===== src/logic/cond_decode_regs.vh =====
/*
 * Constants for the conditional execution and opcode field decoder:
 * instruction type codes, field encodings and the instruction type width.
 * Assumes inclusion by bare name from the decoder file.
 */
`ifndef COND_DECODE_REGS_VH
`define COND_DECODE_REGS_VH

// ----------------------------------------------------------------
// Instruction types that carry an if-ELSE compute
// ----------------------------------------------------------------
`define ITYPE_W            4
`define ITYPE_IND_BRANCH   4'h9
`define ITYPE_IND_MEM      4'hA
`define ITYPE_RETURN       4'hB

// ----------------------------------------------------------------
// Bit operation encodings
// ----------------------------------------------------------------
`define BITOP_SET          3'h0
`define BITOP_CLR          3'h1
`define BITOP_TGL          3'h2
`define BITOP_TST          3'h4
`define BITOP_XOR          3'h5

// ----------------------------------------------------------------
// Cache register select encodings
// ----------------------------------------------------------------
`define CACHE_SEL_LO       2'h0
`define CACHE_SEL_HI       2'h1
`define CACHE_SEL_CAM      2'h3

// ----------------------------------------------------------------
// Computation unit encodings
// ----------------------------------------------------------------
`define CU_ALU             2'h0
`define CU_MUL             2'h1
`define CU_SHF             2'h2

// ----------------------------------------------------------------
// Second address generator register offset
// ----------------------------------------------------------------
`define AGEN2_BASE         4'h8

`endif


===== src/logic/simd_cond_exec_field_decode.v =====
/*
 * Decoder for conditional execution in single and dual element modes,
 * and for the opcode control fields of the instruction word.
 * Assumes fields are presented already extracted by the sequencer on
 * the core clock; condition results come from same-clock logic.
 */
// How it works
// RULE_01: Dual mode: each element gates by own condition
// RULE_02: Dual mode: jump/call needs both conditions true
// RULE_03: Dual mode ELSE: element uses inverted own condition
// RULE_04: Single mode return: test alone decides return, test/ELSE decide compute
// RULE_05: Dual mode return only when both tests true
// RULE_06: Dual compute runs when test differs from ELSE
// RULE_07: ELSE honoured only in types 9, 10, 11
// RULE_08: Unassigned opcode bits never affect behaviour
// RULE_09: Loop abort pops loop and PC stacks
// RULE_10: Bit operation select decoded to five operations
// RULE_11: Clear-interrupt field clears current interrupt
// RULE_12: Cache select: low, high, or CAM entry
// RULE_13: Unit select: ALU, multiplier, shifter
// RULE_14: Agen1 registers 0-7, agen2 index 8-15
// RULE_15: Memory select picks generator and memory
// RULE_16: Long-word field forces 64-bit access
// RULE_17: Loop stack push/pop act only when set
// RULE_18: Single mode uses primary element only
`timescale 1ns/10ps
`include "cond_decode_regs.vh"

module simd_cond_exec_field_decode (
	input  wire                core_clk_i,
	input  wire                rst_i,
	input  wire                clk_en_i,
	input  wire                instr_valid_i,
	input  wire                simd_mode_i,
	input  wire [3:0]          instr_type_i,
	input  wire                is_compute_i,
	input  wire                is_branch_i,
	input  wire                is_return_i,
	input  wire                else_field_i,
	input  wire                cond_x_i,
	input  wire                cond_y_i,
	input  wire                loop_abort_field_i,
	input  wire [2:0]          bitop_select_field_i,
	input  wire                clear_current_irq_field_i,
	input  wire [1:0]          cache_reg_select_i,
	input  wire [1:0]          compute_unit_select_i,
	input  wire [2:0]          agen1_index_number_i,
	input  wire [2:0]          agen1_modify_number_i,
	input  wire [2:0]          agen2_index_number_i,
	input  wire                mem_select_field_i,
	input  wire                long_word_field_i,
	input  wire                loop_stack_push_field_i,
	input  wire                loop_stack_pop_field_i,
	output reg                 compute_en_x_o,
	output reg                 compute_en_y_o,
	output reg                 branch_take_o,
	output reg                 return_take_o,
	output reg                 pop_loop_pc_stacks_o,
	output reg                 bitop_set_o,
	output reg                 bitop_clr_o,
	output reg                 bitop_tgl_o,
	output reg                 bitop_tst_o,
	output reg                 bitop_xor_o,
	output reg                 bitop_undef_o,
	output reg                 clear_irq_o,
	output reg                 cache_lo_sel_o,
	output reg                 cache_hi_sel_o,
	output reg                 cache_cam_sel_o,
	output reg                 alu_sel_o,
	output reg                 mul_sel_o,
	output reg                 shf_sel_o,
	output reg [3:0]           agen1_index_reg_o,
	output reg [3:0]           agen1_modify_reg_o,
	output reg [3:0]           agen2_index_reg_o,
	output reg                 first_address_generator_sel_o,
	output reg                 second_address_generator_sel_o,
	output reg                 long_word_access_o,
	output reg                 loop_stack_push_o,
	output reg                 loop_stack_pop_o
);

// ----------------------------------------------------------------
// Conditional execution
// ----------------------------------------------------------------
wire        else_ok;
wire        else_eff;
wire        run_x;
wire        run_y;
wire        both_true;
wire        br_cond;

assign else_ok   = (instr_type_i == `ITYPE_IND_BRANCH) |
                   (instr_type_i == `ITYPE_IND_MEM) |
                   (instr_type_i == `ITYPE_RETURN); // RULE_07
assign else_eff  = else_field_i & else_ok; // RULE_07
// Compute runs when the local test differs from the effective ELSE bit (else_eff); y runs only in dual mode
assign run_x     = cond_x_i ^ else_eff; // RULE_01 RULE_03 RULE_04 RULE_06
assign run_y     = (cond_y_i ^ else_eff) & simd_mode_i; // RULE_06 RULE_18
assign both_true = cond_x_i & cond_y_i; // RULE_02 RULE_05
assign br_cond   = simd_mode_i ? both_true : cond_x_i; // RULE_18

wire        go;
assign go = instr_valid_i;

// ----------------------------------------------------------------
// Next values
// ----------------------------------------------------------------
reg         compute_en_x_next;
reg         compute_en_y_next;
reg         branch_take_next;
reg         return_take_next;
reg         pop_loop_pc_stacks_next;
reg         bitop_set_next;
reg         bitop_clr_next;
reg         bitop_tgl_next;
reg         bitop_tst_next;
reg         bitop_xor_next;
reg         bitop_undef_next;
reg         clear_irq_next;
reg         cache_lo_sel_next;
reg         cache_hi_sel_next;
reg         cache_cam_sel_next;
reg         alu_sel_next;
reg         mul_sel_next;
reg         shf_sel_next;
reg  [3:0]  agen1_index_reg_next;
reg  [3:0]  agen1_modify_reg_next;
reg  [3:0]  agen2_index_reg_next;
reg         first_address_generator_sel_next;
reg         second_address_generator_sel_next;
reg         long_word_access_next;
reg         loop_stack_push_next;
reg         loop_stack_pop_next;

// ----------------------------------------------------------------
// Conditional outcome decode
// ----------------------------------------------------------------
always @* begin
	compute_en_x_next       = 1'h0;
	compute_en_y_next       = 1'h0;
	branch_take_next        = 1'h0;
	return_take_next        = 1'h0;
	pop_loop_pc_stacks_next = 1'h0;
	if (go) begin
		compute_en_x_next = is_compute_i & run_x; // RULE_01 RULE_03
		compute_en_y_next = is_compute_i & run_y; // RULE_01 RULE_18
		branch_take_next  = is_branch_i & br_cond; // RULE_02
		return_take_next  = is_return_i & br_cond; // RULE_04 RULE_05
		pop_loop_pc_stacks_next = is_branch_i & br_cond &
		                          loop_abort_field_i; // RULE_09
	end
end

// ----------------------------------------------------------------
// Bit operation decode
// ----------------------------------------------------------------
always @* begin
	bitop_set_next   = 1'h0;
	bitop_clr_next   = 1'h0;
	bitop_tgl_next   = 1'h0;
	bitop_tst_next   = 1'h0;
	bitop_xor_next   = 1'h0;
	bitop_undef_next = 1'h0;
	if (go) begin
		case (bitop_select_field_i)
		`BITOP_SET: begin
			bitop_set_next = 1'h1; // RULE_10
		end
		`BITOP_CLR: begin
			bitop_clr_next = 1'h1; // RULE_10
		end
		`BITOP_TGL: begin
			bitop_tgl_next = 1'h1; // RULE_10
		end
		`BITOP_TST: begin
			bitop_tst_next = 1'h1; // RULE_10
		end
		`BITOP_XOR: begin
			bitop_xor_next = 1'h1; // RULE_10
		end
		default: begin
			bitop_undef_next = 1'h1;
		end
		endcase
	end
end

// ----------------------------------------------------------------
// Cache register and computation unit decode
// ----------------------------------------------------------------
always @* begin
	cache_lo_sel_next  = 1'h0;
	cache_hi_sel_next  = 1'h0;
	cache_cam_sel_next = 1'h0;
	alu_sel_next       = 1'h0;
	mul_sel_next       = 1'h0;
	shf_sel_next       = 1'h0;
	if (go) begin
		case (cache_reg_select_i)
		`CACHE_SEL_LO: begin
			cache_lo_sel_next = 1'h1; // RULE_12
		end
		`CACHE_SEL_HI: begin
			cache_hi_sel_next = 1'h1; // RULE_12
		end
		`CACHE_SEL_CAM: begin
			cache_cam_sel_next = 1'h1; // RULE_12
		end
		default: begin
			cache_lo_sel_next = 1'h0;
		end
		endcase
		case (compute_unit_select_i)
		`CU_ALU: begin
			alu_sel_next = 1'h1; // RULE_13
		end
		`CU_MUL: begin
			mul_sel_next = 1'h1; // RULE_13
		end
		`CU_SHF: begin
			shf_sel_next = 1'h1; // RULE_13
		end
		default: begin
			alu_sel_next = 1'h0;
		end
		endcase
	end
end

// ----------------------------------------------------------------
// Address generator and memory decode
// ----------------------------------------------------------------
always @* begin
	agen1_index_reg_next  = {1'h0, agen1_index_number_i}; // RULE_14
	agen1_modify_reg_next = {1'h0, agen1_modify_number_i}; // RULE_14
	agen2_index_reg_next  = `AGEN2_BASE |
	                        {1'h0, agen2_index_number_i}; // RULE_14
	first_address_generator_sel_next  = 1'h0;
	second_address_generator_sel_next = 1'h0;
	long_word_access_next             = 1'h0;
	if (go) begin
		first_address_generator_sel_next  =
			~mem_select_field_i; // RULE_15
		second_address_generator_sel_next =
			mem_select_field_i; // RULE_15
		long_word_access_next = long_word_field_i; // RULE_16
	end
end

// ----------------------------------------------------------------
// Interrupt clear and loop stack decode
// ----------------------------------------------------------------
always @* begin
	clear_irq_next       = 1'h0;
	loop_stack_push_next = 1'h0;
	loop_stack_pop_next  = 1'h0;
	if (go) begin
		clear_irq_next       = clear_current_irq_field_i; // RULE_11
		loop_stack_push_next = loop_stack_push_field_i; // RULE_17
		loop_stack_pop_next  = loop_stack_pop_field_i; // RULE_17
	end
end

// ----------------------------------------------------------------
// Conditional outcome flops
// ----------------------------------------------------------------
always @(posedge core_clk_i or posedge rst_i) begin
	if (rst_i) begin
		compute_en_x_o       <= 1'h0;
		compute_en_y_o       <= 1'h0;
		branch_take_o        <= 1'h0;
		return_take_o        <= 1'h0;
		pop_loop_pc_stacks_o <= 1'h0;
	end else if (clk_en_i) begin
		compute_en_x_o       <= compute_en_x_next;
		compute_en_y_o       <= compute_en_y_next;
		branch_take_o        <= branch_take_next;
		return_take_o        <= return_take_next;
		pop_loop_pc_stacks_o <= pop_loop_pc_stacks_next;
	end
end

// ----------------------------------------------------------------
// Bit operation flops
// ----------------------------------------------------------------
always @(posedge core_clk_i or posedge rst_i) begin
	if (rst_i) begin
		bitop_set_o   <= 1'h0;
		bitop_clr_o   <= 1'h0;
		bitop_tgl_o   <= 1'h0;
		bitop_tst_o   <= 1'h0;
		bitop_xor_o   <= 1'h0;
		bitop_undef_o <= 1'h0;
	end else if (clk_en_i) begin
		bitop_set_o   <= bitop_set_next;
		bitop_clr_o   <= bitop_clr_next;
		bitop_tgl_o   <= bitop_tgl_next;
		bitop_tst_o   <= bitop_tst_next;
		bitop_xor_o   <= bitop_xor_next;
		bitop_undef_o <= bitop_undef_next;
	end
end

// ----------------------------------------------------------------
// Cache register and computation unit flops
// ----------------------------------------------------------------
always @(posedge core_clk_i or posedge rst_i) begin
	if (rst_i) begin
		cache_lo_sel_o  <= 1'h0;
		cache_hi_sel_o  <= 1'h0;
		cache_cam_sel_o <= 1'h0;
		alu_sel_o       <= 1'h0;
		mul_sel_o       <= 1'h0;
		shf_sel_o       <= 1'h0;
	end else if (clk_en_i) begin
		cache_lo_sel_o  <= cache_lo_sel_next;
		cache_hi_sel_o  <= cache_hi_sel_next;
		cache_cam_sel_o <= cache_cam_sel_next;
		alu_sel_o       <= alu_sel_next;
		mul_sel_o       <= mul_sel_next;
		shf_sel_o       <= shf_sel_next;
	end
end

// ----------------------------------------------------------------
// Address, memory, interrupt and loop stack flops
// ----------------------------------------------------------------
always @(posedge core_clk_i or posedge rst_i) begin
	if (rst_i) begin
		agen1_index_reg_o              <= 4'h0;
		agen1_modify_reg_o             <= 4'h0;
		agen2_index_reg_o              <= `AGEN2_BASE;
		first_address_generator_sel_o  <= 1'h0;
		second_address_generator_sel_o <= 1'h0;
		long_word_access_o             <= 1'h0;
		clear_irq_o                    <= 1'h0;
		loop_stack_push_o              <= 1'h0;
		loop_stack_pop_o               <= 1'h0;
	end else if (clk_en_i) begin
		agen1_index_reg_o  <= agen1_index_reg_next;
		agen1_modify_reg_o <= agen1_modify_reg_next;
		agen2_index_reg_o  <= agen2_index_reg_next;
		first_address_generator_sel_o  <=
			first_address_generator_sel_next;
		second_address_generator_sel_o <=
			second_address_generator_sel_next;
		long_word_access_o <= long_word_access_next;
		clear_irq_o        <= clear_irq_next;
		loop_stack_push_o  <= loop_stack_push_next;
		loop_stack_pop_o   <= loop_stack_pop_next;
	end
end

// Only named field inputs exist; reserved opcode bits have no port
// and so cannot alter any output. RULE_08

endmodule


===== config.mk =====
export PLATFORM = sky130hd
export DESIGN_NAME = simd_cond_exec_field_decode
export DESIGN_NICKNAME = d
export VERILOG_FILES = /design/src/logic/simd_cond_exec_field_decode.v
export VERILOG_INCLUDE_DIRS = /design/src /design/src/logic
export SDC_FILE = /design/constraint.sdc
export NUM_CORES = 1
export LEC_CHECK = 0
export ABC_AREA = 1
export BUFFER_PORTS_ARGS = -buffer_cell sky130_fd_sc_hd__buf_4
export CAP_MARGIN = 15
export CORE_UTILIZATION = 44
export CTS_BUF_LIST = sky130_fd_sc_hd__clkbuf_16
export DETAILED_ROUTE_END_ITERATION = 7
export PLACE_DENSITY = 0.81
export SETUP_SLACK_MARGIN = 0.1
export SLEW_MARGIN = 10
export SYNTH_ARGS = -nofsm -noshare
export SYNTH_HDL_FRONTEND = slang
export SYNTH_SLANG_ARGS = --single-unit

===== constraint.sdc =====
create_clock -name core_clk_i -period 1.15 [get_ports core_clk_i]
set_input_delay 0.23 -clock core_clk_i [delete_from_list [all_inputs] [get_ports core_clk_i]]
set_output_delay 0.23 -clock core_clk_i [all_outputs]
set_load 0.02 [all_outputs]

==> summary.txt, run 1 <==
Final Hold Vio Count - 0
post-route cell area - 2240 sq um
Min-Delay Path Depth - 2
commonest cells after routing, fill and taps aside - buf_4 (71), nand2_1 (64), dfrtp_1 (32), buf_6 (20), inv_1 (15)
Seq/Total Area, Yosys - 59.0%
worst hold start - compute_unit_select_i[0]
final setup vio count - 0
RR Endpoint - loop_stack_pop_o
power density cells - 1360 nW/um^2
crit path time final - 1.06 ns
Crit. End Element - primary output
drc violations - 6
Synth area leader - dfrtp_1
critical path's largest stage delay - 0.39 ns
Distinct cells, synth - 16
fmax - 943 MHz
sum of buffers and inverters on the critical path - 1
startpoint types - flop
post-synth top area share - 59.0%
DRT Pass-1 Iters - 6
I/O Buffers - 68
height of the die - 57.5 microns
CTS tree - done
Setup WS pre-CTS - 0.0269 ns
# diodes - 0
vias in the first global route - 1340
hold crit path type - in2reg
Core ar. - 2830 sq um
clock-pin slew on the worst setup and hold paths - 0.05 ns
fill cell count - 177
clock skew - 0 ns
unrepaired setup endpoints after global routing - yes
TritonCTS Buffers - 5
I/O pins - 72
clk_lat worst skew - 0.27 ns
first-pass GRT wire length - 5860 microns
Final #Nets - 281
P_int - 0.00228 W
outcome - complete, but fails checks
Crit path depth - 1
period utilisation layout - 92.2%
Clock power frac - 39.7%
clk sink count - 32
largest net degree at the start of global routing - 18
CP max FO - 2
maximum capacitance violations - 0
total net switching power - 0.000778 W
GRT Total Usage - 23.8%
Post-Syn Area - 1360 sq um
Initial DRC Count - 71
synth warn - 0
DRT antenna net count - 0
DP Area - 1890 sq um
FF+latch count, synth - 32
H-tree Lvls - 2
Hold Path End - alu_sel_o
Critical Path RT - 0.92 ns
worst vdd ir - 0.000856 V
Reg2Reg Depth - 3
Routed wire per std cell - 14.3 microns
Static Leak - 1.28 nW
CTS Buffer Depth - 2
crit-path cells - buf_4
setup_tns - 0 ns
number of antenna violations at the first check in global routing - 0
largest cells by area after synthesis - dfrtp_1 (59%), nand2_1 (18%), inv_1 (3.6%)
R2R Path Start - loop_stack_pop_o
global route overflow - 0
number of vias per cell - 4.89
biggest regs - agen1_index_reg_o: 3 flops, agen1_modify_reg_o: 3 flops, agen2_index_reg_o: 3 flops
Initial Utilization - 48.0%
WP data arrival - 0.83 ns
r2r setup slk - 0.16 ns
Post-Synthesis Cells - 152
failing checks - design-rule violations
GP Congestion - 0.798
# rows - 19
layout cells sized above 1 - 40.4%
Crit path max-delay family - flip-flops
Max Slew Vio Count - 0
DP HPWL - 2630 microns
Flop pwr share - 41.0%
Gate power share - 19.3%
Sw Ratio - 25.5%
vias post-DR - 1351
most common cell after layout, fill and taps aside - buf_4
slack of the critical path - 0.0899 ns
CP max stage cell - dfrtp_1
Area Overhead vs Synth - 65.2%
Clock Root Buffer - clkbuf_16
Worst Setup Path Type - reg2out
total wire length - 3940 microns
Die ar. - 3310 sq um
post-synthesis average cell area - 8.93 sq um
die extent in x - 57.5 microns
metal layers:
| metal | up-vias | track usage, % | routed length, microns |
|---|---|---|---|
| met1 | 624 | 25.4 | 1420 |
| met4 | 0 | 13.9 | 120 |
| met3 | 13 | 4.76 | 252 |
| met2 | 60 | 43.2 | 2150 |
| li1 | 654 | - | - |
| met5 | - | 0 | 0 |
metrics by stage:
step                std cells  hold slack [ns]  utilization, %  total power (W)
finish                    276            0.151            79.3          0.00305
global route              276            0.147            79.3          0.00316
CTS                       262            0.148            73.4          0.00297
detailed placement        249            0.283            66.7          0.00176
global placement          249            0.269            66.7          0.00174
floorplan                 153            0.326               -          0.00150
cell usage after synthesis:
cell type  number
dfrtp_1        32
inv_1          13
nand2_1        64
conb_1          2
o31ai_2         1
inv_2           2
nand4_1         1
nor3b_1         1
a22o_1          5
o31ai_1         4
buf_4           4
buf_2           2
buf_6           2
o21ai_0         8
nor2_1          4
nand3_1         7
cell families after synthesis:
| family | share of synthesized area [%] |
|---|---|
| AND/OR/NAND/NOR | 22.4 |
| flip-flops | 59.0 |
| other | 0.553 |
| AO/OA/AOI/OAI | 9.31 |
| buffers and inverters | 8.76 |
repair_timing:
action,4_1_cts,5_1_grt
endpoints found under the setup margin,8,27
resized for setup,4,16
hold endpoints to repair,14,0
pin swaps,0,0
cloned,0,0
hold buffers,1,0
setup buffers,4,14
worst max-delay path by stage:
stage                                     start                    end  slack (ns)
after floorplan                           rst_i   agen1_index_reg_o[0]        0.23
after global placement                 clk_en_i         compute_en_y_o        0.11
after detailed placement               clk_en_i   pop_loop_pc_stacks_o        0.03
after CTS                 agen1_modify_reg_o[2]  agen1_modify_reg_o[2]        0.10
after global routing              branch_take_o          branch_take_o        0.08
final                                 alu_sel_o              alu_sel_o        0.09
power groups by stage:
| stage | Clock [W] | Combinational, W | Sequential (W) |
|---|---|---|---|
| after floorplan | 0 | 0.000156 | 0.00135 |
| after global placement | 0 | 0.000484 | 0.00126 |
| after detailed placement | 0 | 0.000497 | 0.00126 |
| after CTS | 0.00121 | 0.000517 | 0.00125 |
| after global routing | 0.00127 | 0.000632 | 0.00126 |
| final | 0.00121 | 0.000588 | 0.00125 |
final cells by class:
cell class	instances	area, sq um	area share (%)
clock buffer	5	125	5.58
clock inverter	3	11.3	0.502
inverter	15	56.3	2.51
multi-input combinational	98	442	19.7
sequential	32	801	35.7
tap	31	38.8	1.73
timing repair buffer	92	768	34.3
Power figures use the tool's default switching activity.
==> inputs of run 2 (changes only) <==
==> constraint.sdc (replaced) <==
create_clock -name core_clk_i -period 1.15 [get_ports core_clk_i]
set_input_delay 0.1725 -clock core_clk_i [delete_from_list [all_inputs] [get_ports core_clk_i]]
set_output_delay 0.1725 -clock core_clk_i [all_outputs]
set_load 0.02 [all_outputs]
==> summary.txt, run 2 (same netlist as run 1, synthesis figures left out) <==
hold crit path type - in2reg (unchanged)
largest net degree at the start of global routing - 30 (was 18)
crit path to - mul_sel_o (was alu_sel_o)
DP HPWL - 2700 microns (was 2630 microns)
Die ar. - 3310 sq um (unchanged)
# diodes - 0 (unchanged)
failing checks - design-rule violations (unchanged)
Final Hold Vio Count - 0 (unchanged)
Max Slew Vio Count - 0 (unchanged)
fill cell count - 214 (was 177)
sum of buffers and inverters on the critical path - 1 (unchanged)
CTS tree - done (unchanged)
clock-pin slew on the worst setup and hold paths - 0.05 ns (about the same)
r2r setup slk - 0.42 ns (was 0.16 ns)
period utilisation layout - 87.5% (was 92.2%)
Crit path depth - 1 (unchanged)
Critical Path Source - mul_sel_o (was alu_sel_o)
CTS Buffer Depth - 2 (unchanged)
biggest regs - agen1_index_reg_o: 3 flops, agen1_modify_reg_o: 3 flops, agen2_index_reg_o: 3 flops (unchanged)
RR Endpoint - long_word_access_o (was loop_stack_pop_o)
Static Leak - 1.15 nW (was 1.28 nW)
Area Overhead vs Synth - 49.8% (was 65.2%)
Hold WS - 0.0861 ns (was 0.151 ns)
height of the die - 57.5 microns (unchanged)
commonest cells after routing, fill and taps aside - buf_4 (71), nand2_1 (64), dfrtp_1 (32), inv_1 (13), o21ai_0 (8) (was buf_4 (71), nand2_1 (64), dfrtp_1 (32), buf_6 (20), inv_1 (15))
Final #Nets - 262 (was 281)
total power - 0.00294 W (was 0.00305 W)
I/O pins - 72 (unchanged)
DRT Pass-1 Iters - 6 (unchanged)
clock skew - 0 ns (unchanged)
clk_lat worst skew - 0.27 ns (about the same)
Crit. End Element - primary output (unchanged)
vias post-DR - 1307 (was 1351)
Clock Root Buffer - clkbuf_16 (unchanged)
TritonCTS Buffers - 5 (unchanged)
CP max stage cell - dfrtp_1 (unchanged)
GP Congestion - 0.793 (was 0.798)
most common cell after layout, fill and taps aside - buf_4 (unchanged)
layout cells sized above 1 - 35.6% (was 40.4%)
multi-input combinational cell area - 442 sq um (unchanged)
crit-path cells - buf_4 (unchanged)
total wire length - 3510 microns (was 3940 microns)
number of antenna violations at the first check in global routing - 0 (unchanged)
clk sink count - 32 (unchanged)
Reg2Reg Depth - 1 (was 3)
unrepaired setup endpoints after global routing - no (was yes)
I/O Buffers - 68 (unchanged)
Routed wire per std cell - 13.7 microns (was 14.3 microns)
FF/Latch Area - 801 sq um (unchanged)
worst vdd ir - 0.00132 V (was 0.000856 V)
worst hold start - compute_unit_select_i[0] (unchanged)
startpoint types - flop (unchanged)
setup_tns - 0 ns (unchanged)
die extent in x - 57.5 microns (unchanged)
crit path time final - 1.01 ns (was 1.06 ns)
GRT Total Usage - 24.1% (was 23.8%)
critical path's largest stage delay - 0.40 ns (was 0.39 ns)
CP max FO - 2 (unchanged)
Crit path max-delay family - flip-flops (unchanged)
H-tree Lvls - 2 (unchanged)
Initial Utilization - 48.0% (unchanged)
first-pass GRT wire length - 5890 microns (was 5860 microns)
number of vias per cell - 5.11 (was 4.89)
maximum capacitance violations - 0 (unchanged)
Worst Setup Path Type - reg2out (unchanged)
final setup vio count - 0 (unchanged)
R2R Path Start - long_word_access_o (was loop_stack_pop_o)
drc violations - 6 (unchanged)
power density cells - 1440 nW/um^2 (was 1360 nW/um^2)
vias in the first global route - 1367 (was 1340)
WP data arrival - 0.83 ns (about the same)
DRT antenna net count - 0 (unchanged)
Initial DRC Count - 90 (was 71)
Critical Path RT - 0.98 ns (was 0.92 ns)
# rows - 19 (unchanged)
outcome - complete, but fails checks (unchanged)
post-CTS setup buffers - 0 (was 4)
Core ar. - 2830 sq um (unchanged)
fmax - 994 MHz (was 943 MHz)
global route overflow - 0 (unchanged)
run 2: what timing repair did:
| action | in CTS | in global routing |
|---|---|---|
| endpoints found under the setup margin | 0 | 0 |
| gates resized for setup | 0 | 0 |
| endpoints found under the hold margin | 3 | 0 |
| hold buffers | 1 | 0 |
run 2: layer usage:
| layer | part of all wire [%] | track usage, % |
|---|---|---|
| met5 | 0 | 0 |
| met4 | 2.9 | 11.5 |
| met3 | 7.4 | 7.94 |
| met2 | 51 | 42.5 |
| met1 | 38 | 25.8 |
run 2: where the power goes:
part	leakage, nW	switching (W)	internal (W)
sequential	0.419	0.0000452	0.00120
clock	0.0648	0.000419	0.000770
combinational	0.671	0.000271	0.000231
total	1.15	0.000735	0.00220
run 2: worst min path at each step:
| stage | end | slack [ns] | cells after the start |
|---|---|---|---|
| CTS | alu_sel_o | 0.08 | 2 |
| global route | alu_sel_o | 0.08 | 2 |
| detailed placement | loop_stack_push_o | 0.09 | 2 |
| finish | alu_sel_o | 0.09 | 2 |
| floorplan | alu_sel_o | 0.27 | 1 |
| global placement | long_word_access_o | 0.08 | 2 |
run 2: stage by stage:
step / instance area (sq um) / setup slack [ns] / cells / util [%]
2_1_floorplan: 1360 / 0.287 / 153 / -
3_3_place_gp: 1890 / 0.191 / 248 / 66.8
3_5_place_dp: 1890 / 0.0789 / 248 / 66.8
4_1_cts: 2030 / 0.143 / 256 / 71.9
5_1_grt: 2030 / 0.130 / 256 / 71.9
6_report: 2030 / 0.144 / 256 / 71.9
run 2: final cells by class:
cell class | instances | area share (%)
Inverter | 15 | 2.77
Clock buffer | 5 | 6.15
Clock inverter | 2 | 0.369
Timing Repair Buffer | 73 | 27.7
Sequential cell | 32 | 39.4
Multi-Input combinational cell | 98 | 21.7
Tap cell | 31 | 1.91
